==> config.mk <==
export PLATFORM = sky130hd
export DESIGN_NAME = sopm_mux
export DESIGN_NICKNAME = d
export VERILOG_FILES = /design/src/sopm_pkg.sv /design/src/sopm_mux.sv
export SDC_FILE = /design/constraint.sdc
export NUM_CORES = 1
export LEC_CHECK = 0
export ABC_CLOCK_PERIOD_IN_PS = 6550
export BUFFER_PORTS_ARGS = -buffer_cell sky130_fd_sc_hd__buf_2
export CORE_UTILIZATION = 45
export CTS_BUF_LIST = sky130_fd_sc_hd__clkbuf_16
export CTS_CLUSTER_SIZE = 24
export DETAILED_ROUTE_END_ITERATION = 8
export SYNTH_ARGS = -nofsm -noshare
export SYNTH_HDL_FRONTEND = slang
export SYNTH_SLANG_ARGS = --single-unit
==> constraint.sdc <==
create_clock -name clock -period 6.55 [get_ports clock]
set_clock_uncertainty 0.15 [all_clocks]
set_input_delay 1.31 -clock clock [delete_from_list [all_inputs] [get_ports clock]]
set_output_delay 1.31 -clock clock [all_outputs]
set_load 0.03 [all_outputs]
==> src/sopm_pkg.sv <==
// Package for the sense output pin mux: offsets, field layouts, codes, timing.
// Assumes a register access port inside the device supplies word writes and reads.
package sopm_pkg;
  localparam logic [8:0] FLAG_DIR_ADDR = 9'h1C1;
  localparam logic [8:0] FLAG_SRC_ADDR = 9'h1C3;
  localparam logic [8:0] PIN_CFG_ADDR  = 9'h1C4;
  localparam int REG_W        = 16;
  localparam int FLAG_PIN_ONE = 10;
  localparam int FLAG_PIN_TWO = 11;
  // Own config register layout, per pin p at base p*8
  localparam int CFG_SRC_SEL  = 0;
  localparam int CFG_AN_EN    = 1;
  localparam int CFG_GAIN_LO  = 2;
  localparam int CFG_CODE_LO  = 4;
  localparam int CFG_PIN_STEP = 8;
  localparam logic [15:0] REG_RST = 16'h0000;
  localparam logic [1:0] GAIN_RST = 2'h0;
  localparam int CLK_MHZ      = 100;
  localparam int GAIN_SETTLE_NS = 2000;
  localparam int MUX_SETTLE_NS  = 10000;
  localparam int GAIN_SETTLE_CYC = (GAIN_SETTLE_NS * CLK_MHZ + 999) / 1000;
  localparam int MUX_SETTLE_CYC  = (MUX_SETTLE_NS * CLK_MHZ + 999) / 1000;

  typedef enum logic [2:0] {
    SOPM_SRC_MEAS_A = 3'b000,
    SOPM_SRC_MEAS_B = 3'b001,
    SOPM_SRC_REF    = 3'b101
  } sopm_code_e;

  typedef enum logic [1:0] {
    SOPM_MODE_OFF   = 2'b00,
    SOPM_MODE_ANA   = 2'b01,
    SOPM_MODE_DIN   = 2'b10,
    SOPM_MODE_DOUT  = 2'b11
  } sopm_mode_e;

  typedef struct packed {
    logic       buf_on;
    logic       drive_ctl;
    logic       digital_sel;
    logic [1:0] analog_sel;
    logic [1:0] gain_code;
    logic       flag_value;
    logic       settled;
  } sopm_pin_s;
endpackage

==> src/sopm_mux.sv <==
// Sense output pin mux: per-pin buffer, source, gain and flag path control.
// Assumes synchronous register port and flag bus signals on the system clock.
`timescale 1ns/1ns
module sopm_mux #(
  parameter int GAIN_CYC = sopm_pkg::GAIN_SETTLE_CYC,
  parameter int MUX_CYC  = sopm_pkg::MUX_SETTLE_CYC
) (
  input  wire logic                         clock,
  input  wire logic                         rst,
  input  wire logic                         reg_wr,
  input  wire logic                         reg_rd,
  input  wire logic [8:0]                   reg_addr,
  input  wire logic [sopm_pkg::REG_W-1:0]   reg_wdata,
  output logic      [sopm_pkg::REG_W-1:0]   reg_rdata,
  output logic                              reg_rvalid,
  input  wire logic [1:0]                   pin_flag_out_value,
  input  wire logic [1:0]                   sense_pin_in,
  output logic      [1:0]                   flag_in_value,
  output sopm_pkg::sopm_pin_s               sense_out_pin_one,
  output sopm_pkg::sopm_pin_s               sense_out_pin_two
);
  logic [15:0]         dir_reg;
  logic [15:0]         src_reg;
  logic [15:0]         cfg_reg;
  logic [15:0]         cnt_reg [2];
  logic                cfg_wr;
  logic [1:0]          flag_src_bits;
  logic [1:0]          flag_dir_bits;
  sopm_pkg::sopm_pin_s pin_next [2];

  // Flag lines 10 and 11 as a two-bit per-pin vector
  function automatic logic [1:0] flag_bits(input logic [15:0] r);
    flag_bits = {r[sopm_pkg::FLAG_PIN_TWO], r[sopm_pkg::FLAG_PIN_ONE]};
  endfunction

  // One pin's byte of the pin config word
  function automatic logic [7:0] pin_cfg(input logic [15:0] r, input int p);
    pin_cfg = r[p*sopm_pkg::CFG_PIN_STEP +: 8];
  endfunction

  // Fields whose change re-routes the amplifier input
  function automatic logic [4:0] route_fields(input logic [7:0] b);
    route_fields = {b[sopm_pkg::CFG_CODE_LO +: 3],
                    b[sopm_pkg::CFG_AN_EN],
                    b[sopm_pkg::CFG_SRC_SEL]};
  endfunction

  // Amplifier gain field alone
  function automatic logic [1:0] gain_field(input logic [7:0] b);
    gain_field = b[sopm_pkg::CFG_GAIN_LO +: 2];
  endfunction

  // Pin role from flag source, flag direction and source select
  function automatic sopm_pkg::sopm_mode_e pin_mode(input logic fsrc,
                                                    input logic fdir,
                                                    input logic psel);
    pin_mode = sopm_pkg::SOPM_MODE_OFF;
    if (fsrc && psel) begin
      if (fdir) begin
        pin_mode = sopm_pkg::SOPM_MODE_DIN;
      end else begin
        pin_mode = sopm_pkg::SOPM_MODE_DOUT;
      end
    end else if (!fsrc && !psel) begin
      pin_mode = sopm_pkg::SOPM_MODE_ANA;
    end
  endfunction

  // Analog source code to measurement, reference or nothing
  function automatic logic [1:0] analog_route(input logic [2:0] code);
    case (code)
      sopm_pkg::SOPM_SRC_MEAS_A: analog_route = 2'h1;
      sopm_pkg::SOPM_SRC_MEAS_B: analog_route = 2'h2;
      sopm_pkg::SOPM_SRC_REF:    analog_route = 2'h3;
      default:                   analog_route = 2'h0;
    endcase
  endfunction

  // Register read multiplexer, unmapped addresses read zero
  function automatic logic [15:0] read_mux(input logic [8:0]  a,
                                           input logic [15:0] d,
                                           input logic [15:0] s,
                                           input logic [15:0] c);
    case (a)
      sopm_pkg::FLAG_DIR_ADDR: read_mux = d;
      sopm_pkg::FLAG_SRC_ADDR: read_mux = s;
      sopm_pkg::PIN_CFG_ADDR:  read_mux = c;
      default:                 read_mux = 16'h0000;
    endcase
  endfunction

  assign cfg_wr        = reg_wr && (reg_addr == sopm_pkg::PIN_CFG_ADDR);
  assign flag_src_bits = flag_bits(src_reg);
  assign flag_dir_bits = flag_bits(dir_reg);

  always_ff @(posedge clock or posedge rst) begin
    if (rst) begin
      dir_reg <= sopm_pkg::REG_RST;
    end else if (reg_wr && reg_addr == sopm_pkg::FLAG_DIR_ADDR) begin
      dir_reg <= reg_wdata;
    end
  end

  always_ff @(posedge clock or posedge rst) begin
    if (rst) begin
      src_reg <= sopm_pkg::REG_RST;
    end else if (reg_wr && reg_addr == sopm_pkg::FLAG_SRC_ADDR) begin
      src_reg <= reg_wdata;
    end
  end

  always_ff @(posedge clock or posedge rst) begin
    if (rst) begin
      cfg_reg <= sopm_pkg::REG_RST;
    end else if (cfg_wr) begin
      cfg_reg <= reg_wdata;
    end
  end

  always_ff @(posedge clock or posedge rst) begin
    if (rst) begin
      reg_rdata  <= 16'h0000;
      reg_rvalid <= 1'b0;
    end else begin
      reg_rvalid <= reg_rd;
      reg_rdata  <= read_mux(reg_addr, dir_reg, src_reg, cfg_reg);
    end
  end

  // Per-pin mode decode
  always_comb begin
    logic [7:0]           c;
    logic [2:0]           code;
    sopm_pkg::sopm_mode_e mode;
    c           = 8'h00;
    code        = 3'h0;
    mode        = sopm_pkg::SOPM_MODE_OFF;
    pin_next[0] = '0;
    pin_next[1] = '0;
    for (int p = 0; p < 2; p++) begin
      c    = pin_cfg(cfg_reg, p);
      code = c[sopm_pkg::CFG_CODE_LO +: 3];
      mode = pin_mode(flag_src_bits[p], flag_dir_bits[p], c[sopm_pkg::CFG_SRC_SEL]);
      pin_next[p].gain_code   = gain_field(c);
      pin_next[p].digital_sel = c[sopm_pkg::CFG_SRC_SEL];
      case (mode)
        sopm_pkg::SOPM_MODE_DIN: begin
          pin_next[p].buf_on    = 1'b0;
          pin_next[p].drive_ctl = 1'b0;
        end
        sopm_pkg::SOPM_MODE_DOUT: begin
          pin_next[p].buf_on     = 1'b1;
          pin_next[p].drive_ctl  = 1'b1;
          pin_next[p].flag_value = pin_flag_out_value[p];
        end
        sopm_pkg::SOPM_MODE_ANA: begin
          pin_next[p].buf_on = c[sopm_pkg::CFG_AN_EN];
          if (c[sopm_pkg::CFG_AN_EN]) begin
            pin_next[p].analog_sel = analog_route(code);
          end
        end
        default: begin
          // Source and select disagree: keep the pin quiet
          pin_next[p].buf_on    = 1'b0;
          pin_next[p].drive_ctl = 1'b0;
        end
      endcase
      pin_next[p].settled = (cnt_reg[p] == 16'h0000);
    end
  end

  // Settle counters restart on gain or mux change
  always_ff @(posedge clock or posedge rst) begin
    if (rst) begin
      cnt_reg[0] <= 16'h0000;
      cnt_reg[1] <= 16'h0000;
    end else begin
      for (int p = 0; p < 2; p++) begin
        if (cfg_wr && route_fields(pin_cfg(reg_wdata, p)) !=
                      route_fields(pin_cfg(cfg_reg, p))) begin
          cnt_reg[p] <= 16'(MUX_CYC);
        end else if (cfg_wr && gain_field(pin_cfg(reg_wdata, p)) !=
                               gain_field(pin_cfg(cfg_reg, p))) begin
          cnt_reg[p] <= 16'(GAIN_CYC);
        end else if (cnt_reg[p] != 16'h0000) begin
          cnt_reg[p] <= cnt_reg[p] - 16'h0001;
        end
      end
    end
  end

  always_ff @(posedge clock or posedge rst) begin
    if (rst) begin
      sense_out_pin_one <= '0;
      sense_out_pin_two <= '0;
    end else begin
      sense_out_pin_one <= pin_next[0];
      sense_out_pin_two <= pin_next[1];
    end
  end

  // Pin level reaches the flag bus whenever flag source and flag direction bits are set, whatever the source select
  always_ff @(posedge clock or posedge rst) begin
    if (rst) begin
      flag_in_value <= 2'h0;
    end else begin
      for (int p = 0; p < 2; p++) begin
        flag_in_value[p] <= flag_src_bits[p] & flag_dir_bits[p] & sense_pin_in[p];
      end
    end
  end
endmodule

# == Word-level counts from Yosys, hierarchy flattened ==
# Index checks and enable logic that the tools add are counted.
# word_totals
ff_bits,117
in_bits,33
out_inout_bits,37
word_cells,91
# classes
addsub,2
eq_ne,15
n_mux,25
bitwise,4
n_reduce_logical,23
# op_table
op,n
2-to-1 mux 16 bit,6
case mux 16 bit (3 select lines),1
zero test 16 bit,2
nonzero test 16 bit,2
subtractor 16 x 1 -> 16 bit (second input constant),2
== test 9 bit (second input constant),3
2-to-1 mux 2 bit,6
case mux 2 bit (3 select lines),2
logical AND 1 bit,11
inequality test 5 bit,2
2-to-1 mux 1 bit,8
== test 3 x 1 -> 1 bit (second input constant),2
== test 3 bit (second input constant),2
zero test 3 bit,2
nonzero test 3 bit,2
bitwise AND 1 bit,4
== test 2 x 1 -> 1 bit (second input constant),2
== test 2 bit (second input constant),2
zero test 1 bit,4
inequality test 2 bit,2
case mux 1 bit (2 select lines),2

# == Longest topological paths before layout ==
# logic_depth
word_depth,6
ltp_mapped,8
ltp_nobuf,7

# == Least setup slack after synthesis ==
# Ideal clock, no wire load.
# synth_path
path_kind,input port to flip-flop
startpoint,input port reg_addr[3]
endpoint,register dir_reg[10]
setup_ns,0.125
arrival_time_ns,2.960
required_time_ns,6.275
slack_ns,3.316
cell_stages,6
path_buffers,2
cell_sequence,or4b_1 -> buf_2 -> or2_1 -> nor2_4 -> buf_4 -> mux2_2
# synth_via
elab_chain_cells,2
# synth_rtl
element,line_no,text
start: declaration,sopm_mux.sv:12,"input wire logic [8:0] reg_addr,"
== test 9 bit,sopm_mux.sv:99,end else if (reg_wr && reg_addr == sopm_pkg::FLAG_DIR_ADDR) begin
logical AND 1 bit,sopm_mux.sv:99,
end signal: assignment,sopm_mux.sv:98,dir_reg <= sopm_pkg::REG_RST;
end signal: assignment,sopm_mux.sv:100,dir_reg <= reg_wdata;
end: declaration,sopm_mux.sv:22,logic [15:0] dir_reg;
# Every way passes these cells.
# A chain may end at the register's enable or synchronous reset.

# == Worst setup path in the final report ==
# layout_path
startpoint,input port reg_addr[3]
endpoint,register dir_reg[2]
# The elaborated chain is that of the path after synthesis.

==> impl_metrics.toml <==
[outcome]
status = "complete, no violations"

[timing]
slew_viol_final = 0
slew_headroom = 0.297
worst_pin_slew_ns = 1.05
setup_ws_ns = 3.39
hold_viol = 0
max_freq_mhz = 316
fin_tns_setup_ns = 0
timing.final.crit_share = 0.483
rsz0062_at_grt = "false"
timing.final.crit_period_ns = 3.16
setup_viol = 0

[yosys]
yosysWarnings = 0
synth_xor_area_frac = 0.0586
syn_avg_cell_area_um2 = 11.2
synth_top_family_by_area = "simple AND/OR/NAND/NOR gates"
synth_mux_area_frac = 0.0828
syn_area_mm2 = 0.00508
synth_fp_nets = 487
synth_cell_types = 46
synth-simple-area-share = 0.184
ys_ff_latch = 117
ys_seq_area_frac = 0.577
syn_inst = 452
synth_compound_area_frac = 0.0599
synthAdderAreaFrac = 0.00493

[job]
max-cap-violations = 0

[power_and_ir_drop]
p_comb_frac = 0.126
internal_power_mw = 1.54
switching_share = 0.254
p_sw_mw = 0.525
peakVddDrop_mv = 0.182
total_leakage_power_nw = 3.15
cellPowerDensity_mw_per_mm2 = 336
pwr-share-seq = 0.424
clkPwrFrac = 0.450

[floorplan]
die_y_um = 108
io_pins = 70
start_util = 0.464
fp-row-count = 38
die_w_um = 108
core-area_mm2 = 0.0109
die-area_mm2 = 0.0117

[global_route]
grt.overflow.total = 0
grt_pass1_wl_um = 17800
grt_antenna_before_repair = 0
grt_max_degree = 64
gr-usage-all-layers = 0.205
grt_pass1_vias = 3518

[drt]
wl_per_cell_um = 15.4
drt_iter0_drc = 191
drt_wl_total_um = 10600
drt-vias-per-instance = 5.17
vias = 3550
detail-route-antenna-nets = 0
dr.pass1.iters = 5
drc = 0

[placed_design]
routabilityCongestion = 0.770
portBuffers = 69
dp_hpwl_um = 6790
preCtsSetupSlack_ns = 2.96

[critical_path]
cp-end-kind = "register"
cp_slowest_cell = "or4b_1"
critical_path_buf_inv_count = 1
crit_family = "simple AND/OR/NAND/NOR gates"
path_max_fanout = 16
cp.depth = 5
slowest_delay_ns = 0.67
critical_path_arrival_ns = 3.31
ff2ff_path_depth = 4
cp_cell_sequence = "buf_2 > or4b_1 > or2_1 > nor2_4 > mux2_2"
critPathLaunchType = "input pin"
critPathKind = "in -> reg"
r2r_slack_ns = 4.16
required_ns = 6.69

[layout]
final_nets = 568
layout_commonest_cell = "dfrtp_1"
largest_reg_flops = 32
syn2layout_area_growth_pct = 21.3
n_antenna_cell = 0
drive_gt1_frac = 0.262
final_cell_mix = "117 x dfrtp_1, 80 x nand2_1, 69 x buf_2"

[clock_tree]
clkTransAtPathRegs_ns = 0.05
post_cts_buffers = 0
cts_tree = "done"
cts_buffers = 17
cts.sinks = 117
insertion_delay_ns = 0.41
cts_resized = 0
htree_levels = 4
cts_buffer_depth = 2
cts-root-buf = "clkbuf_16"
hold_buffers = 0

[hold_path]
hold_class = "reg -> reg"
min_path_cells = 0
-- area by class of cell --
| class | count | area [um^2] |
|---|---|---|
| fillers | 982 | 4770 |
| repair buffers | 74 | 383 |
| clock buffers | 17 | 425 |
| multi-input cells | 298 | 1980 |
| well taps | 140 | 175 |
| clock inverters | 15 | 170 |
| flip-flops and latches | 117 | 2930 |
| inverters | 25 | 96.3 |
-- cells in the mapped netlist, drive strengths merged --
library cell | count | area (um^2)
dfrtp | 117 | 2930
nand2 | 82 | 318
nor2 | 37 | 163
mux2 | 32 | 360
inv | 25 | 93.8
xnor2 | 25 | 219
a222oi | 16 | 160
nor3 | 15 | 80.1
a21oi | 11 | 55.1
buf | 11 | 68.8
nor4 | 9 | 101
xor2 | 9 | 78.8
o21ai | 8 | 40.0
mux2i | 6 | 60.1
nand3 | 6 | 30.0
nand2b | 5 | 31.3
nand3b | 4 | 30.0
nor2b | 4 | 25.0
and3 | 3 | 18.8
nor3b | 3 | 22.5
or4 | 3 | 22.5
and2 | 2 | 12.5
ha | 2 | 25.0
nor4b | 2 | 17.5
or2 | 2 | 12.5
or3b | 2 | 17.5
a2111oi | 1 | 8.76
a211o | 1 | 8.76
a211oi | 1 | 7.51
a21boi | 1 | 7.51
a32oi | 1 | 8.76
and4 | 1 | 8.76
clkbuf | 1 | 3.75
nand4 | 1 | 6.26
nand4b | 1 | 8.76
o21a | 1 | 7.51
or4b | 1 | 10.0
-- per-layer routing --
layer / track usage / share of wire
met1: 0.279 / 0.47
met2: 0.309 / 0.48
met3: 0.0476 / 0.044
met4: 0.0998 / 0.0070
met5: 0 / 0
-- worst paths after layout --
| check | from | endpoint |
|---|---|---|
| min in group asynchronous | rst | sense_out_pin_one[6]$_DFF_PP0_ |
| worst min-delay path | cfg_reg[3]$_DFFE_PP0P_ | sense_out_pin_one[3]$_DFF_PP0_ |
| worst max-delay path | reg_addr[3] | dir_reg[2]$_DFFE_PP0P_ |
| worst max register to register | cnt_reg[2]$_DFFE_PP0P_ | cnt_reg[6]$_DFFE_PP0P_ |
| worst min register to register | cfg_reg[3]$_DFFE_PP0P_ | sense_out_pin_one[3]$_DFF_PP0_ |
| max in group asynchronous | rst | cfg_reg[7]$_DFFE_PP0P_ |
-- metrics by stage --
step	power (mW)	cell area, um^2	utilization	instances	hold WS, ns
6_report	2.07	6160	0.563	686	0.295
3_5_place_dp	1.15	5570	0.509	654	0.288
4_1_cts	2.09	6160	0.563	686	0.298
2_1_floorplan	1.08	5080	-	452	0.261
5_1_grt	2.18	6160	0.563	686	0.312
3_3_place_gp	1.14	5570	0.509	654	0.282
-- logic make-up after synthesis --
group	after synthesis
buffers and inverters	37
xor gates and xnor gates	34
and+or+nand+nor	183
DFF	117
muxes	38
adders and majority gates	2
AOI/OAI and AO/OA	41
-- power by group through the flow --
stage | Clock (mW) | Sequential (mW) | Combinational (mW)
after floorplan | 0 | 0.874 | 0.203
after global placement | 0 | 0.886 | 0.256
after detailed placement | 0 | 0.887 | 0.262
after CTS | 0.951 | 0.877 | 0.265
after global routing | 0.989 | 0.891 | 0.298
final | 0.932 | 0.877 | 0.261
(Power assumes the default switching activity.)
